File: src/rtl/fdom_pkg.sv
// Constants for the fast-detect and overrange monitor.
// Assumes a register port fed by the device's serial-port controller.
package fdom_pkg;

	// -------------------------------------------------------------------------
	// Register map.
	// -------------------------------------------------------------------------
	localparam logic [11:0] FDOM_ADDR_PIN_FUNC   = 12'h040;
	localparam logic [11:0] FDOM_ADDR_UPPER_LO   = 12'h247;
	localparam logic [11:0] FDOM_ADDR_UPPER_HI   = 12'h248;
	localparam logic [11:0] FDOM_ADDR_LOWER_LO   = 12'h249;
	localparam logic [11:0] FDOM_ADDR_LOWER_HI   = 12'h24A;
	localparam logic [11:0] FDOM_ADDR_DWELL_LO   = 12'h24B;
	localparam logic [11:0] FDOM_ADDR_DWELL_HI   = 12'h24C;
	localparam logic [11:0] FDOM_ADDR_OVR_CLEAR  = 12'h562;
	localparam logic [11:0] FDOM_ADDR_OVR_STATUS = 12'h563;

	// -------------------------------------------------------------------------
	// Widths and field layout.
	// -------------------------------------------------------------------------
	localparam int FDOM_ADDR_W      = 12;
	localparam int FDOM_SAMPLE_W    = 14;
	localparam int FDOM_MAG_W       = 14;
	localparam int FDOM_THRESH_W    = 13;
	localparam int FDOM_THRESH_HI_W = 5;
	localparam int FDOM_DWELL_W     = 16;
	localparam int FDOM_NUM_CHAN    = 2;
	localparam int FDOM_NUM_VCONV   = 8;
	localparam int FDOM_PIN_FUNC_W  = 3;
	localparam int FDOM_CTRL_CNT_W  = 2;

	// -------------------------------------------------------------------------
	// Reset values.
	// -------------------------------------------------------------------------
	localparam logic [7:0] FDOM_RST_PIN_FUNC = 8'h00;
	localparam logic [7:0] FDOM_RST_UPPER_LO = 8'h00;
	localparam logic [7:0] FDOM_RST_UPPER_HI = 8'h00;
	localparam logic [7:0] FDOM_RST_LOWER_LO = 8'h00;
	localparam logic [7:0] FDOM_RST_LOWER_HI = 8'h00;
	localparam logic [7:0] FDOM_RST_DWELL_LO = 8'h01;
	localparam logic [7:0] FDOM_RST_DWELL_HI = 8'h00;
	localparam logic [7:0] FDOM_RST_CLEAR    = 8'h00;

	// -------------------------------------------------------------------------
	// Functions that the first detect pin can carry.
	// -------------------------------------------------------------------------
	localparam logic [2:0] FDOM_PIN_FAST_DETECT = 3'h0;
	localparam logic [2:0] FDOM_PIN_OVERRANGE   = 3'h1;
	localparam logic [2:0] FDOM_PIN_TEMP_DIODE  = 3'h2;
	localparam logic [2:0] FDOM_PIN_DRIVE_HIGH  = 3'h3;

	// Upper-threshold assertion must not exceed this many sample clocks.
	localparam int FDOM_UPPER_LATENCY_MAX = 28;

endpackage : fdom_pkg

File: src/rtl/fdom_top.sv
// Fast threshold detect and overrange monitor for both converter channels.
// Assumes samples arrive one per clk_i from the converter cores, and that the
// serial-port controller presents register reads and writes on this clock.
//
// Behaviour
// - Overrange indication per channel, aligned to its own sample.
// - With nonzero control bits, overrange rides as a control bit per sample.
// - Eight sticky overrange bits, one per virtual converter, readable.
// - Writing clear bit one then zero clears that sticky bit.
// - Detect flag sets once magnitude exceeds the upper threshold.
// - Detect flag clears only after magnitude stays below lower for over dwell.
// - Upper threshold held in two registers, compared with output magnitude.
// - Upper-threshold detect asserts within 28 sample clocks.
// - Lower threshold is 13 bits over two registers, full resolution.
// - Lower comparison uses pipelined output samples, not an estimate.
// - Thresholds are magnitudes against a full scale of two to thirteen.
// - Dwell time programmable 1 to 65535 cycles in two registers.
// - Each channel has independent detect logic and its own pin.
// - A three-bit field selects the first detect pin's function.
`timescale 1ns/10ps

module fdom_top (
	input  wire logic                                clk_i,
	input  wire logic                                rst_i,
	input  wire logic [fdom_pkg::FDOM_SAMPLE_W-1:0]  sample_a_i,
	input  wire logic [fdom_pkg::FDOM_SAMPLE_W-1:0]  sample_b_i,
	input  wire logic                                overrange_a_i,
	input  wire logic                                overrange_b_i,
	input  wire logic [fdom_pkg::FDOM_NUM_VCONV-1:0] vconv_overrange_i,
	input  wire logic [fdom_pkg::FDOM_CTRL_CNT_W-1:0] ctrl_bits_i,
	input  wire logic                                reg_wr_i,
	input  wire logic                                reg_rd_i,
	input  wire logic [fdom_pkg::FDOM_ADDR_W-1:0]    reg_addr_i,
	input  wire logic [7:0]                          reg_wdata_i,
	output logic      [7:0]                          reg_rdata_o,
	output logic      [fdom_pkg::FDOM_SAMPLE_W-1:0]  sample_a_o,
	output logic      [fdom_pkg::FDOM_SAMPLE_W-1:0]  sample_b_o,
	output logic                                     ctrl_a_o,
	output logic                                     ctrl_b_o,
	output logic                                     detect_out_chan_a_o,
	output logic                                     detect_out_chan_b_o,
	output logic                                     temp_diode_route_o
);
	import fdom_pkg::*;

	// -------------------------------------------------------------------------
	// Configuration registers.
	// -------------------------------------------------------------------------
	logic [7:0] pin_func_reg;
	logic [7:0] upper_lo_reg;
	logic [7:0] upper_hi_reg;
	logic [7:0] lower_lo_reg;
	logic [7:0] lower_hi_reg;
	logic [7:0] dwell_lo_reg;
	logic [7:0] dwell_hi_reg;
	logic [7:0] ovr_clear_reg;
	logic [7:0] ovr_status_reg;
	logic [7:0] ovr_status_next;

	wire wr_pin_func  = reg_wr_i && (reg_addr_i == FDOM_ADDR_PIN_FUNC);
	wire wr_upper_lo  = reg_wr_i && (reg_addr_i == FDOM_ADDR_UPPER_LO);
	wire wr_upper_hi  = reg_wr_i && (reg_addr_i == FDOM_ADDR_UPPER_HI);
	wire wr_lower_lo  = reg_wr_i && (reg_addr_i == FDOM_ADDR_LOWER_LO);
	wire wr_lower_hi  = reg_wr_i && (reg_addr_i == FDOM_ADDR_LOWER_HI);
	wire wr_dwell_lo  = reg_wr_i && (reg_addr_i == FDOM_ADDR_DWELL_LO);
	wire wr_dwell_hi  = reg_wr_i && (reg_addr_i == FDOM_ADDR_DWELL_HI);
	wire wr_ovr_clear = reg_wr_i && (reg_addr_i == FDOM_ADDR_OVR_CLEAR);

	always_ff @(posedge clk_i) begin
		if (rst_i) begin
			pin_func_reg  <= FDOM_RST_PIN_FUNC;
			upper_lo_reg  <= FDOM_RST_UPPER_LO;
			upper_hi_reg  <= FDOM_RST_UPPER_HI;
			lower_lo_reg  <= FDOM_RST_LOWER_LO;
			lower_hi_reg  <= FDOM_RST_LOWER_HI;
			dwell_lo_reg  <= FDOM_RST_DWELL_LO;
			dwell_hi_reg  <= FDOM_RST_DWELL_HI;
			ovr_clear_reg <= FDOM_RST_CLEAR;
		end else begin
			if (wr_pin_func) begin
				pin_func_reg <= reg_wdata_i;
			end
			if (wr_upper_lo) begin
				upper_lo_reg <= reg_wdata_i;
			end
			if (wr_upper_hi) begin
				upper_hi_reg <= reg_wdata_i;
			end
			if (wr_lower_lo) begin
				lower_lo_reg <= reg_wdata_i;
			end
			if (wr_lower_hi) begin
				lower_hi_reg <= reg_wdata_i;
			end
			if (wr_dwell_lo) begin
				dwell_lo_reg <= reg_wdata_i;
			end
			if (wr_dwell_hi) begin
				dwell_hi_reg <= reg_wdata_i;
			end
			if (wr_ovr_clear) begin
				ovr_clear_reg <= reg_wdata_i;
			end
		end
	end

	// Thresholds are 13-bit magnitudes on a 2^13 full scale; the high register
	// contributes only its low five bits.
	wire [FDOM_THRESH_W-1:0] upper_thresh = {upper_hi_reg[FDOM_THRESH_HI_W-1:0], upper_lo_reg};
	wire [FDOM_THRESH_W-1:0] lower_thresh = {lower_hi_reg[FDOM_THRESH_HI_W-1:0], lower_lo_reg};
	wire [FDOM_DWELL_W-1:0]  dwell_time   = {dwell_hi_reg, dwell_lo_reg};
	wire [FDOM_PIN_FUNC_W-1:0] pin_func   = pin_func_reg[FDOM_PIN_FUNC_W-1:0];

	// -------------------------------------------------------------------------
	// Sticky overrange status per virtual converter.
	// -------------------------------------------------------------------------
	// A set in the same cycle as a held clear wins, but the held clear wipes that bit on the next cycle.
	always_comb begin
		ovr_status_next = (ovr_status_reg & ~ovr_clear_reg) | vconv_overrange_i;
	end

	always_ff @(posedge clk_i) begin
		if (rst_i) begin
			ovr_status_reg <= 8'h00;
		end else begin
			ovr_status_reg <= ovr_status_next;
		end
	end

	// -------------------------------------------------------------------------
	// Register read path.
	// -------------------------------------------------------------------------
	logic [7:0] rd_mux;

	always_comb begin
		case (reg_addr_i)
			FDOM_ADDR_PIN_FUNC:   rd_mux = pin_func_reg;
			FDOM_ADDR_UPPER_LO:   rd_mux = upper_lo_reg;
			FDOM_ADDR_UPPER_HI:   rd_mux = upper_hi_reg;
			FDOM_ADDR_LOWER_LO:   rd_mux = lower_lo_reg;
			FDOM_ADDR_LOWER_HI:   rd_mux = lower_hi_reg;
			FDOM_ADDR_DWELL_LO:   rd_mux = dwell_lo_reg;
			FDOM_ADDR_DWELL_HI:   rd_mux = dwell_hi_reg;
			FDOM_ADDR_OVR_CLEAR:  rd_mux = ovr_clear_reg;
			FDOM_ADDR_OVR_STATUS: rd_mux = ovr_status_reg;
			default:              rd_mux = 8'h00;
		endcase
	end

	always_ff @(posedge clk_i) begin
		if (rst_i) begin
			reg_rdata_o <= 8'h00;
		end else if (reg_rd_i) begin
			reg_rdata_o <= rd_mux;
		end
	end

	// -------------------------------------------------------------------------
	// Per-channel sample path and fast detect.
	// -------------------------------------------------------------------------
	wire [FDOM_SAMPLE_W-1:0] sample_in [FDOM_NUM_CHAN];
	wire                     ovr_in    [FDOM_NUM_CHAN];
	logic [FDOM_SAMPLE_W-1:0] sample_out [FDOM_NUM_CHAN];
	logic                     ctrl_out   [FDOM_NUM_CHAN];
	logic                     flag_out   [FDOM_NUM_CHAN];
	logic                     ovr_out    [FDOM_NUM_CHAN];

	assign sample_in[0] = sample_a_i;
	assign sample_in[1] = sample_b_i;
	assign ovr_in[0]    = overrange_a_i;
	assign ovr_in[1]    = overrange_b_i;

	wire ctrl_enabled = (ctrl_bits_i != '0);

	for (genvar ch = 0; ch < FDOM_NUM_CHAN; ch++) begin : g_chan
		logic [FDOM_SAMPLE_W-1:0] sample_reg;
		logic                     ovr_reg;
		logic [FDOM_MAG_W-1:0]    mag_reg;
		logic                     flag_reg;
		logic                     flag_next;
		logic [FDOM_DWELL_W-1:0]  dwell_cnt_reg;
		logic [FDOM_DWELL_W-1:0]  dwell_cnt_next;

		// Two's complement magnitude; the most negative code gives 2^13.
		wire [FDOM_MAG_W-1:0] mag_abs = sample_in[ch][FDOM_SAMPLE_W-1] ?
			FDOM_MAG_W'(~sample_in[ch] + 1'b1) : sample_in[ch];
		wire above_upper = mag_reg > {1'b0, upper_thresh};
		wire below_lower = mag_reg < {1'b0, lower_thresh};
		wire dwell_done  = dwell_cnt_reg >= dwell_time;

		always_comb begin
			flag_next      = flag_reg;
			dwell_cnt_next = '0;
			if (above_upper) begin
				flag_next = 1'b1;
			end else if (flag_reg && below_lower) begin
				if (dwell_done) begin
					flag_next = 1'b0;
				end else begin
					dwell_cnt_next = dwell_cnt_reg + 1'b1;
				end
			end
			// Any sample at or above the lower threshold leaves the count at zero.
		end

		always_ff @(posedge clk_i) begin
			if (rst_i) begin
				sample_reg    <= '0;
				ovr_reg       <= 1'b0;
				mag_reg       <= '0;
				flag_reg      <= 1'b0;
				dwell_cnt_reg <= '0;
			end else begin
				sample_reg    <= sample_in[ch];
				ovr_reg       <= ovr_in[ch];
				mag_reg       <= mag_abs;
				flag_reg      <= flag_next;
				dwell_cnt_reg <= dwell_cnt_next;
			end
		end

		assign sample_out[ch] = sample_reg;
		assign ctrl_out[ch]   = ctrl_enabled & ovr_reg;
		assign ovr_out[ch]    = ovr_reg;
		assign flag_out[ch]   = flag_reg;
	end

	assign sample_a_o = sample_out[0];
	assign sample_b_o = sample_out[1];
	assign ctrl_a_o   = ctrl_out[0];
	assign ctrl_b_o   = ctrl_out[1];

	// -------------------------------------------------------------------------
	// Detect pin function selection.
	// -------------------------------------------------------------------------
	logic pin_a_sel;

	always_comb begin
		case (pin_func)
			FDOM_PIN_FAST_DETECT: pin_a_sel = flag_out[0];
			FDOM_PIN_OVERRANGE:   pin_a_sel = ovr_out[0];
			FDOM_PIN_DRIVE_HIGH:  pin_a_sel = 1'b1;
			default:              pin_a_sel = 1'b0;
		endcase
	end

	// The pin is released to the diode when routed, so it drives low then.
	assign detect_out_chan_a_o = pin_a_sel;
	assign detect_out_chan_b_o = flag_out[1];
	assign temp_diode_route_o  = (pin_func == FDOM_PIN_TEMP_DIODE);

endmodule : fdom_top

File: config.mk
export PLATFORM = sky130hd
export DESIGN_NAME = fdom_top
export DESIGN_NICKNAME = d
export VERILOG_FILES = /design/src/rtl/fdom_pkg.sv /design/src/rtl/fdom_top.sv
export SDC_FILE = /design/constraint.sdc
export NUM_CORES = 1
export LEC_CHECK = 0
export ABC_CLOCK_PERIOD_IN_PS = 4050
export BUFFER_PORTS_ARGS = -buffer_cell sky130_fd_sc_hd__buf_2
export CORE_UTILIZATION = 50
export DETAILED_ROUTE_END_ITERATION = 6
export GPL_TIMING_DRIVEN = 0
export PLACE_DENSITY = 0.67
export SYNTH_ARGS = -nofsm -noshare
export SYNTH_HDL_FRONTEND = slang
export SYNTH_SLANG_ARGS = --single-unit
File: constraint.sdc
create_clock -name clk_i -period 4.05 [get_ports clk_i]
set_clock_uncertainty 0.2 [all_clocks]
set_input_delay 0 -clock clk_i [delete_from_list [all_inputs] [get_ports clk_i]]
set_output_delay 0 -clock clk_i [all_outputs]
set_load 0.01 [all_outputs]
== Yosys cells after proc, flatten, opt, wreduce, memory -nomap -nowiden ==
Cells that the tools add are included.
Widths: inputs -> output; s select.

* Register bits: 172
* Input bits: 64
* Output and inout port bits: 41

* $add $sub $neg: 4
* $lt $le $gt $ge: 6
* Equal/unequal tests: 12
* Multiplexer cells: 10
* Bitwise gates (word level): 11
* Reduce and logical (&&, ||, !) cells: 22

{| class="wikitable"
|+ Operators with widths
! kind !! number
|-
| $eq 12x10->1 const B || 6
|-
| $pmux 8 s9 || 1
|-
| $add 16x1->16 const B || 2
|-
| $ge 16x16->1 || 2
|-
| $add 14x1->14 const B || 2
|-
| $gt 14x13->1 || 2
|-
| $lt 14x13->1 || 2
|-
| $not 14->14 || 2
|-
| $mux 13 || 2
|-
| $eq 12x11->1 const B || 2
|-
| $eq 12x7->1 const B || 1
|-
| $logic_and 1x1->1 || 10
|-
| $reduce_bool 2->1 || 5
|-
| $and 8x8->8 || 1
|-
| $not 8->8 || 1
|-
| $or 8x8->8 || 1
|-
| $reduce_or 4->1 || 2
|-
| $eq 3x2->1 const B || 2
|-
| $mux 1 || 6
|-
| $not 1->1 || 4
|-
| $reduce_and 2->1 || 2
|-
| $reduce_or 2->1 || 2
|-
| $eq 3x1->1 const B || 1
|-
| $logic_not 3->1 || 1
|-
| 2 further kinds || 3
|}

== Depth between registers and ports, before layout ==
Gate-level depths: netlist (run 1).

* Depth after elaboration: 4
* Depth in mapped cells: 9
* Mapped depth without buffers: 7

== Least setup slack after synthesis (run 1) ==
No wires, ideal clock.

* Path kind: register -> register
* From: register g_chan[1].dwell_cnt_reg[0]
* To: register g_chan[1].dwell_cnt_reg[10]
* Library setup time: 92 ps
* Data arrival time: 2137 ps
* Required time: 3758 ps
* Setup slack: 1621 ps
* Stages on the path, launching flop included: 10
* Cells stage by stage: dfxtp_1 > inv_1 > ha_1 > nand2b_1 > a2111oi_2 > nor3_1 > or4_1 > clkbuf_2 > buf_2 > nor4_1

* Word-level cells in the longest chain between the ends: 2
* Elaborated cells on any way between the ends: 3
* Those cells by class: add/sub: 1; order compare: 1; reduce/logical: 1

{| class="wikitable"
|+ Ends and longest elaborated chain
! item !! RTL line !! source
|-
| start, declared || fdom_top.sv:181 || <nowiki>logic [FDOM_DWELL_W-1:0] dwell_cnt_reg;</nowiki>
|-
| start signal, assigned || fdom_top.sv:218 || <nowiki>dwell_cnt_reg <= dwell_cnt_next;</nowiki>
|-
| $ge 16x16->1 || fdom_top.sv:189 || <nowiki>wire dwell_done = dwell_cnt_reg >= dwell_time;</nowiki>
|-
| $reduce_or 4->1 (no line) || -- ||
|}

Parallel ways exist; a longest one is shown, timed or not.
A chain may end at the register's enable or synchronous reset.

== Worst setup path in the final report (run 1) ==
* From: register lower_lo_reg[2]
* To: register g_chan[1].dwell_cnt_reg[8]

* Word-level cells in the longest chain between the ends: 4

{| class="wikitable"
|+ Ends and longest elaborated chain
! item !! RTL line !! source
|-
| start, declared || fdom_top.sv:52 || <nowiki>logic [7:0] lower_lo_reg;</nowiki>
|-
| start signal, assigned || fdom_top.sv:90 || <nowiki>lower_lo_reg <= reg_wdata_i;</nowiki>
|-
| $lt 14x13->1 || fdom_top.sv:188 || <nowiki>wire below_lower = mag_reg < {1'b0, lower_thresh};</nowiki>
|-
| $logic_and 1x1->1 || fdom_top.sv:196 || <nowiki>end else if (flag_reg && below_lower) begin</nowiki>
|-
| $not 1->1 (no line) || -- ||
|-
| $reduce_or 4->1 (no line) || -- ||
|}

Every way passes these cells.

==> qor.yml, run 1 <==
outcome: "complete, no violations"
cts_tree: "built"
r2r_slack_ns: 0.86
synthCells: 1031
drc_errors: 0
final_util_pct: 63.77
rr_worst_depth: 8
yosys-top-cells-area: "dfxtp_1 38%, ha_1 12%, mux2i_1 4.5%"
clock_power_share_pct: 42.9
synthMuxAreaShare_pct: 5.270
synth-async-reset-ratio_pct: 0
synth-xor-area-share_pct: 4.828
p_int_uw: 2959
postSynthAreaPerCell_um2: 8.797
timing.critical_path.to_type: "register"
swShare_pct: 25.49
synth_area_mm2: 0.009070
synth_top_area_share_pct: 37.52
post-route-period-util_pct: 78.82
final_max_slew_viol_count: 0
largest_reg_flops: 32
syn-num-nets: 1181
synth_edf_count: 0
dr.pass1.iters: 5
slew_headroom_pct: 11.47
yosysWarnings: 0
holdCritPathClass: "primary input to register"
gp_congestion: 0.8921
ys_ff_latch: 170
viasPerCell: 5.596
synth_flop_cell: "dfxtp_1"
p_leak_uw: 0.004604
cts_buffers: 17
setup_viol: 0
cp_max_fo: 10
die_h_um: 136.7
design.core.area_mm2: 0.01748
crit_start: "lower_lo_reg[2]"
rsz0062_at_grt: "false"
max_stage_delay_ns: 1.10
r2r_end: "g_chan[1].dwell_cnt_reg[8]"
cellPowerDensity_mw_per_mm2: 356.3
worst_hold_slack_ns: 0.04623
yosys.area.top_type: "dfxtp_1"
post_cts_buffers: 0
io_pins: 105
antenna_found_initial: 0
r2r-start: "lower_lo_reg[2]"
path_cells: "inv_1 > ha_1 > nand2_1 > o21ai_0 > a221oi_1 > o31ai_1 > clkbuf_1 > nor4_1"
grtUsageTotal_pct: 27.65
fin_total_pwr_uw: 3971
cts_hold_buffers: 69
root_buffer: "clkbuf_16"
place_area_mm2: 0.009832
cts_num_sinks: 170
nets: 1366
hold_viol: 0
initial_core_util_pct: 51.90
htreeDepth: 4
ys_types: 76
grt_pass1_vias: 7464
antenna_cells: 0
port_buffers: 96
drive_gt1_share_pct: 14.16
fin_tns_setup_ns: 0
die-area_mm2: 0.01868
final_area_mm2: 0.01115
vias: 8137
p_sw_uw: 1012
worst_ep_arrival_time_ns: 3.29
cp.required_ns: 4.15
path_class: "register to register"
cts-resized-gates: 0
endpoint: "g_chan[1].dwell_cnt_reg[8]"
fp-row-count: 48
cts.clk_slew.worst_paths_ns: 0.07
dp_hpwl_mm: 18.14
synth_fa_ha_area_share_pct: 11.86
drt-initial-drc-count: 555
grt-ovfl-total: 0
worstSetupStartpointType: "register"
synthSimpleGateAreaFrac_pct: 22.06
routedWlPerCell_um: 17.14
synth_top_family_by_area: "simple AND/OR/NAND/NOR gates"
cts_buffer_depth: 2
max_freq_ghz: 0.3133
drv_cap: 0
die_w_um: 136.7
wirelength_mm: 24.92
syn_to_final_growth_pct: 22.89
period_minus_slack_ns: 3.192
ys_seq_area_share_pct: 37.52
p_comb_share_pct: 13.2
worst_pin_slew_ns: 1.317
insertion_delay_ns: 0.43
grt_first_pass_wirelength_mm: 39.12
yosysMostFrequentCell: "dfxtp_1"
crit_slowest_cell: "o31ai_1"
ant_nets: 0
power_frac_seq_pct: 43.9
synth_compound_area_share_pct: 12.80
vdd_drop_max_mv: 0.2969
grt_max_degree: 17
synthTopCellsByCount: "170 x dfxtp_1, 106 x nand2_1, 87 x nor2_1"
[layout make-up]
class / instances / area, um^2
clock buffers: 22 / 474.2
clock inverters: 10 / 141.4
inverters: 70 / 262.8
fillers: 1495 / 6331
multi-input cells: 741 / 5154
repair buffers: 166 / 1179
plain buffers: 50 / 250.2
flip-flops and latches: 170 / 3403
well taps: 225 / 281.5
[worst min-delay path by stage]
| stage | startpoint | end | slack, ns | cells past startpoint |
|---|---|---|---|---|
| global placement | vconv_overrange_i[3] | ovr_status_reg[3] | 0.002 | 3 |
| finish | reg_addr_i[3] | ovr_clear_reg[5] | 0.05 | 6 |
| floorplan | sample_b_i[12] | g_chan[1].mag_reg[13] | -0.12 | 1 |
| global route | reg_addr_i[3] | ovr_clear_reg[1] | 0.04 | 6 |
| CTS | reg_addr_i[3] | ovr_clear_reg[3] | 0.02 | 6 |
| detailed placement | overrange_b_i | g_chan[1].ovr_reg | 0.02 | 2 |
[critical path: cells and delay by family, from the launching register on]
kind,cells,cell delay [ns]
AO/OA/AOI/OAI,3,1.45
flip-flops,1,0.39
adder cells (fa/ha/maj),1,0.31
buffers and inverters,2,0.56
AND/OR/NAND/NOR,2,0.15
[kinds of logic after synthesis]
family / count (synthesis)
AND/OR/NAND/NOR: 386
AO/OA/AOI/OAI: 174
flip-flops: 170
buffers and inverters: 120
adder cells (fa/ha/maj): 86
XOR/XNOR: 50
multiplexers: 45
[layer usage]
metal | vias up | GRT usage, % | wire, um
met2 | 261 | 43.57 | 11270
met1 | 3816 | 36.90 | 11330
met5 | - | 0 | 0
met4 | 0 | 10.62 | 712
li1 | 4019 | - | -
met3 | 41 | 5.778 | 1601
[power by group through the flow]
stage          sequential (uW)  combinational (uW)  clock, uW
2_1_floorplan             1780                 292          0
3_3_place_gp              1780                 458          0
3_5_place_dp              1780                 465          0
4_1_cts                   1740                 517       1730
5_1_grt                   1750                 576       1800
6_report                  1740                 524       1700
[per-stage QoR]
step / setup slack (ns) / instances
6_report: 0.8579 / 1454
3_5_place_dp: 0.8260 / 1352
3_3_place_gp: 0.8857 / 1352
4_1_cts: 0.8173 / 1453
5_1_grt: 0.7319 / 1454
2_1_floorplan: 1.621 / 1031
[cell usage in the layout (no fill, tap or decap), types with 8 or more instances in the layout]
cell type | netlist | final
ha_1 | 86 | 86
a211oi_1 | 8 | 8
a22oi_1 | 9 | 9
mux2i_1 | 41 | 41
nand4_1 | 15 | 15
xnor2_1 | 17 | 17
nor2b_1 | 32 | 32
clkbuf_2 | 9 | 9
nor3_1 | 9 | 9
nand2b_1 | 8 | 8
o21ai_0 | 23 | 23
nand2_1 | 106 | 106
dlygate4sd3_1 | 1 | 70
clkbuf_1 | 25 | 27
nand3_1 | 35 | 35
clkbuf_16 | 0 | 17
a21oi_1 | 61 | 61
xor2_1 | 33 | 33
buf_2 | 8 | 104
o31ai_1 | 8 | 8
and3_1 | 9 | 9
dfxtp_1 | 170 | 170
inv_1 | 70 | 70
nor2_1 | 87 | 87
nor4_1 | 38 | 38
Power figures use the tool's default switching activity.
==> run 2, diff against run 1 <==
--- a/config.mk
+++ b/config.mk
@@ -5,12 +5,13 @@
 export SDC_FILE = /design/constraint.sdc
 export NUM_CORES = 1
 export LEC_CHECK = 0
-export ABC_CLOCK_PERIOD_IN_PS = 4050
+export ABC_AREA = 1
+export ABC_CLOCK_PERIOD_IN_PS = 2800
 export BUFFER_PORTS_ARGS = -buffer_cell sky130_fd_sc_hd__buf_2
 export CORE_UTILIZATION = 50
 export DETAILED_ROUTE_END_ITERATION = 6
 export GPL_TIMING_DRIVEN = 0
-export PLACE_DENSITY = 0.67
+export PLACE_DENSITY = 0.7
 export SYNTH_ARGS = -nofsm -noshare
 export SYNTH_HDL_FRONTEND = slang
 export SYNTH_SLANG_ARGS = --single-unit
==> constraint.sdc (replaced) <==
create_clock -name clk_i -period 2.8 [get_ports clk_i]
set_clock_uncertainty 0.2 [all_clocks]
set_input_delay 0 -clock clk_i [delete_from_list [all_inputs] [get_ports clk_i]]
set_output_delay 0 -clock clk_i [all_outputs]
set_load 0.01 [all_outputs]
==> run 2 against run 1 <==
Net effect: sequential share of layout area down 0.068 points; count of clock-buffer cells in the layout fell by 1; non-clock buffer count shrank 2; global-route usage rose by 0.16 points; first-iteration DRC count up 25%; combinational power increased by 14%; cell area up 0.22%; critical endpoint is now reg_rdata_o[2].
==> qor.yml, run 2 <==
outcome: "complete, no violations"
yosys.area.top_type: "dfxtp_1"
max_stage_delay_ns: 0.72
dp_cells: 1525
met1_length_mm: 11.35
dp_hpwl_mm: 18.38
p_comb_share_pct: 10.5
yosys-top-cells-area: "dfxtp_1 38%, ha_1 12%, nor2_1 7.2%"
die_h_um: 136.1
final_common_cell: "nor2_1"
path_class: "primary input to register"
nets: 1544
htreeDepth: 4
synth_edf_count: 0
vias: 8623
ys_ff_latch: 170
antenna_found_initial: 0
cts_tree: "built"
antenna_cells: 0
synthCells: 1197
grt_first_pass_wirelength_mm: 39.48
power_frac_seq_pct: 44.5
cp.required_ns: 2.96
initial_core_util_pct: 51.62
timing.critical_path.to_type: "register"
synthTopCellsByCount: "173 x nor2_1, 170 x dfxtp_1, 155 x nand2_1"
dr_wl_met3_mm: 1.311
p_int_uw: 4296
design.core.area_mm2: 0.01742
final_cell_mix: "173 x nor2_1, 170 x dfxtp_1, 155 x nand2_1"
io_pins: 105
gp_congestion: 0.9252
syn_to_final_growth_pct: 24.26
fp-row-count: 48
die-area_mm2: 0.01852
max_freq_ghz: 0.3700
grtUsageTotal_pct: 27.81
holdCritPathClass: "primary input to register"
final_cells: 1631
yosysWarnings: 0
drc_errors: 0
insertion_delay_ns: 0.44
wirelength_mm: 24.99
period_minus_slack_ns: 2.703
slew_headroom_pct: 52.34
worst_pin_slew_ns: 0.7149
final_max_slew_viol_count: 0
cts_buffers: 17
synth_top_area_share_pct: 37.86
vdd_drop_max_mv: 0.4429
clock_power_share_pct: 45.0
root_buffer: "clkbuf_16"
drive_gt1_share_pct: 12.59
crit_buf_inv: 4
hold_viol: 0
setup_viol: 0
worstSetupStartpointType: "primary input"
grt_max_degree: 17
drt-initial-drc-count: 695
syn-num-nets: 1347
routedWlPerCell_um: 15.32
dr.pass1.iters: 5
synth-async-reset-ratio_pct: 0
yosysMostFrequentCell: "nor2_1"
path_cells: "dlygate4sd3_1 > buf_2 > nor2_2 > dlygate4sd3_1 > nand2_1 > nor3_2 > dlygate4sd3_1 > nand2_1 > nand3_1 > nand2_1 > a21oi_1"
largest_reg_flops: 32
p_sw_uw: 1369
ys_seq_area_share_pct: 37.86
fin_tns_setup_ns: 0
drv_cap: 0
cts_num_sinks: 170
post-route-period-util_pct: 96.54
crit_slowest_cell: "dlygate4sd3_1"
ant_nets: 0
grt_pass1_vias: 8089
synth_area_mm2: 0.008990
wl_met2_mm: 11.67
cellPowerDensity_mw_per_mm2: 507.2
cts_buffer_depth: 2
critical_path.top_delay_family: "buffers and inverters"
top_layer: "met4"
port_buffers: 103
viasPerCell: 5.287
cp_max_fo: 5
ys_types: 38
rsz0062_at_grt: "false"
p_leak_uw: 0.004949
worst_ep_arrival_time_ns: 2.86
postSynthAreaPerCell_um2: 7.510
swShare_pct: 24.16
cts.clk_slew.worst_paths_ns: 0.07
synth_flop_cell: "dfxtp_1"
grt-ovfl-total: 0
die_w_um: 136.1
-- run 2: cell type report --
class                           instances  area (um^2)
Timing Repair Buffer                  178         1259
Sequential cell                       170         3403
Buffer                                 36        181.4
Inverter                              157        589.3
Fill cell                            1522         6246
Clock buffer                           21        470.5
Clock inverter                         10        165.2
Multi-Input combinational cell        834         4821
Tap cell                              225        281.5
-- run 2: worst paths after layout --
path	start	end	slack, ns	depth (start not counted)
worst min register to register	g_chan[1].dwell_cnt_reg[0]	g_chan[1].dwell_cnt_reg[0]	0.26	1
worst max-delay path	reg_addr_i[2]	reg_rdata_o[2]	0.1	11
worst min-delay path	reg_addr_i[6]	lower_hi_reg[5]	0.05	7
worst max register to register	lower_hi_reg[3]	g_chan[0].dwell_cnt_reg[14]	0.43	12
-- run 2: routing by layer --
metal  track usage [%]  vias up
met5                 0        -
met4             10.74        0
met3             4.847       46
met2             46.62      257
met1             35.35     3931
li1                  -     4389
-- run 2: power groups by stage --
| stage | Combinational (uW) | Sequential, uW | Clock (uW) |
|---|---|---|---|
| finish | 597 | 2520 | 2550 |
| global route | 672 | 2520 | 2680 |
| detailed placement | 514 | 2570 | 0 |
| CTS | 590 | 2520 | 2570 |
| global placement | 503 | 2570 | 0 |
| floorplan | 312 | 2570 | 0 |
-- run 2: per-stage QoR --
stage / setup WS (ns) / area, um^2 / util, % / total power (uW) / hold slack, ns
after floorplan: 0.8856 / 8990 / - / 2885 / -0.1100
after global placement: 0.4932 / 9787 / 56.19 / 3076 / 0.006137
after detailed placement: 0.4682 / 9787 / 56.19 / 3086 / 0.01169
after CTS: 0.08720 / 11140 / 63.98 / 5682 / 0.02255
after global routing: 0.002265 / 11170 / 64.14 / 5873 / 0.07624
final: 0.09697 / 11170 / 64.14 / 5665 / 0.05298
-- run 2: repair_timing --
| action | 4_1_cts | 5_1_grt |
|---|---|---|
| setup buffers | 0 | 3 |
| resized for setup | 0 | 1 |
| endpoints found under the setup margin | 0 | 2 |
| hold buffers | 72 | 0 |
| hold endpoints to repair | 143 | 0 |
-- run 2: worst min-delay path: cells and delay by family --
| kind | cells | cell delay, ns |
|---|---|---|
| compound gates | 1 | 0.04 |
| simple gates | 4 | 0.45 |
| buf+inv | 2 | 0.15 |
-- run 2: logic make-up after synthesis --
| group | synth area share (%) |
|---|---|
| compound gates | 14.29 |
| fa+ha+maj | 11.97 |
| buf+inv | 8.573 |
| simple gates | 24.58 |
| xor+xnor | 2.728 |
| flops | 37.86 |
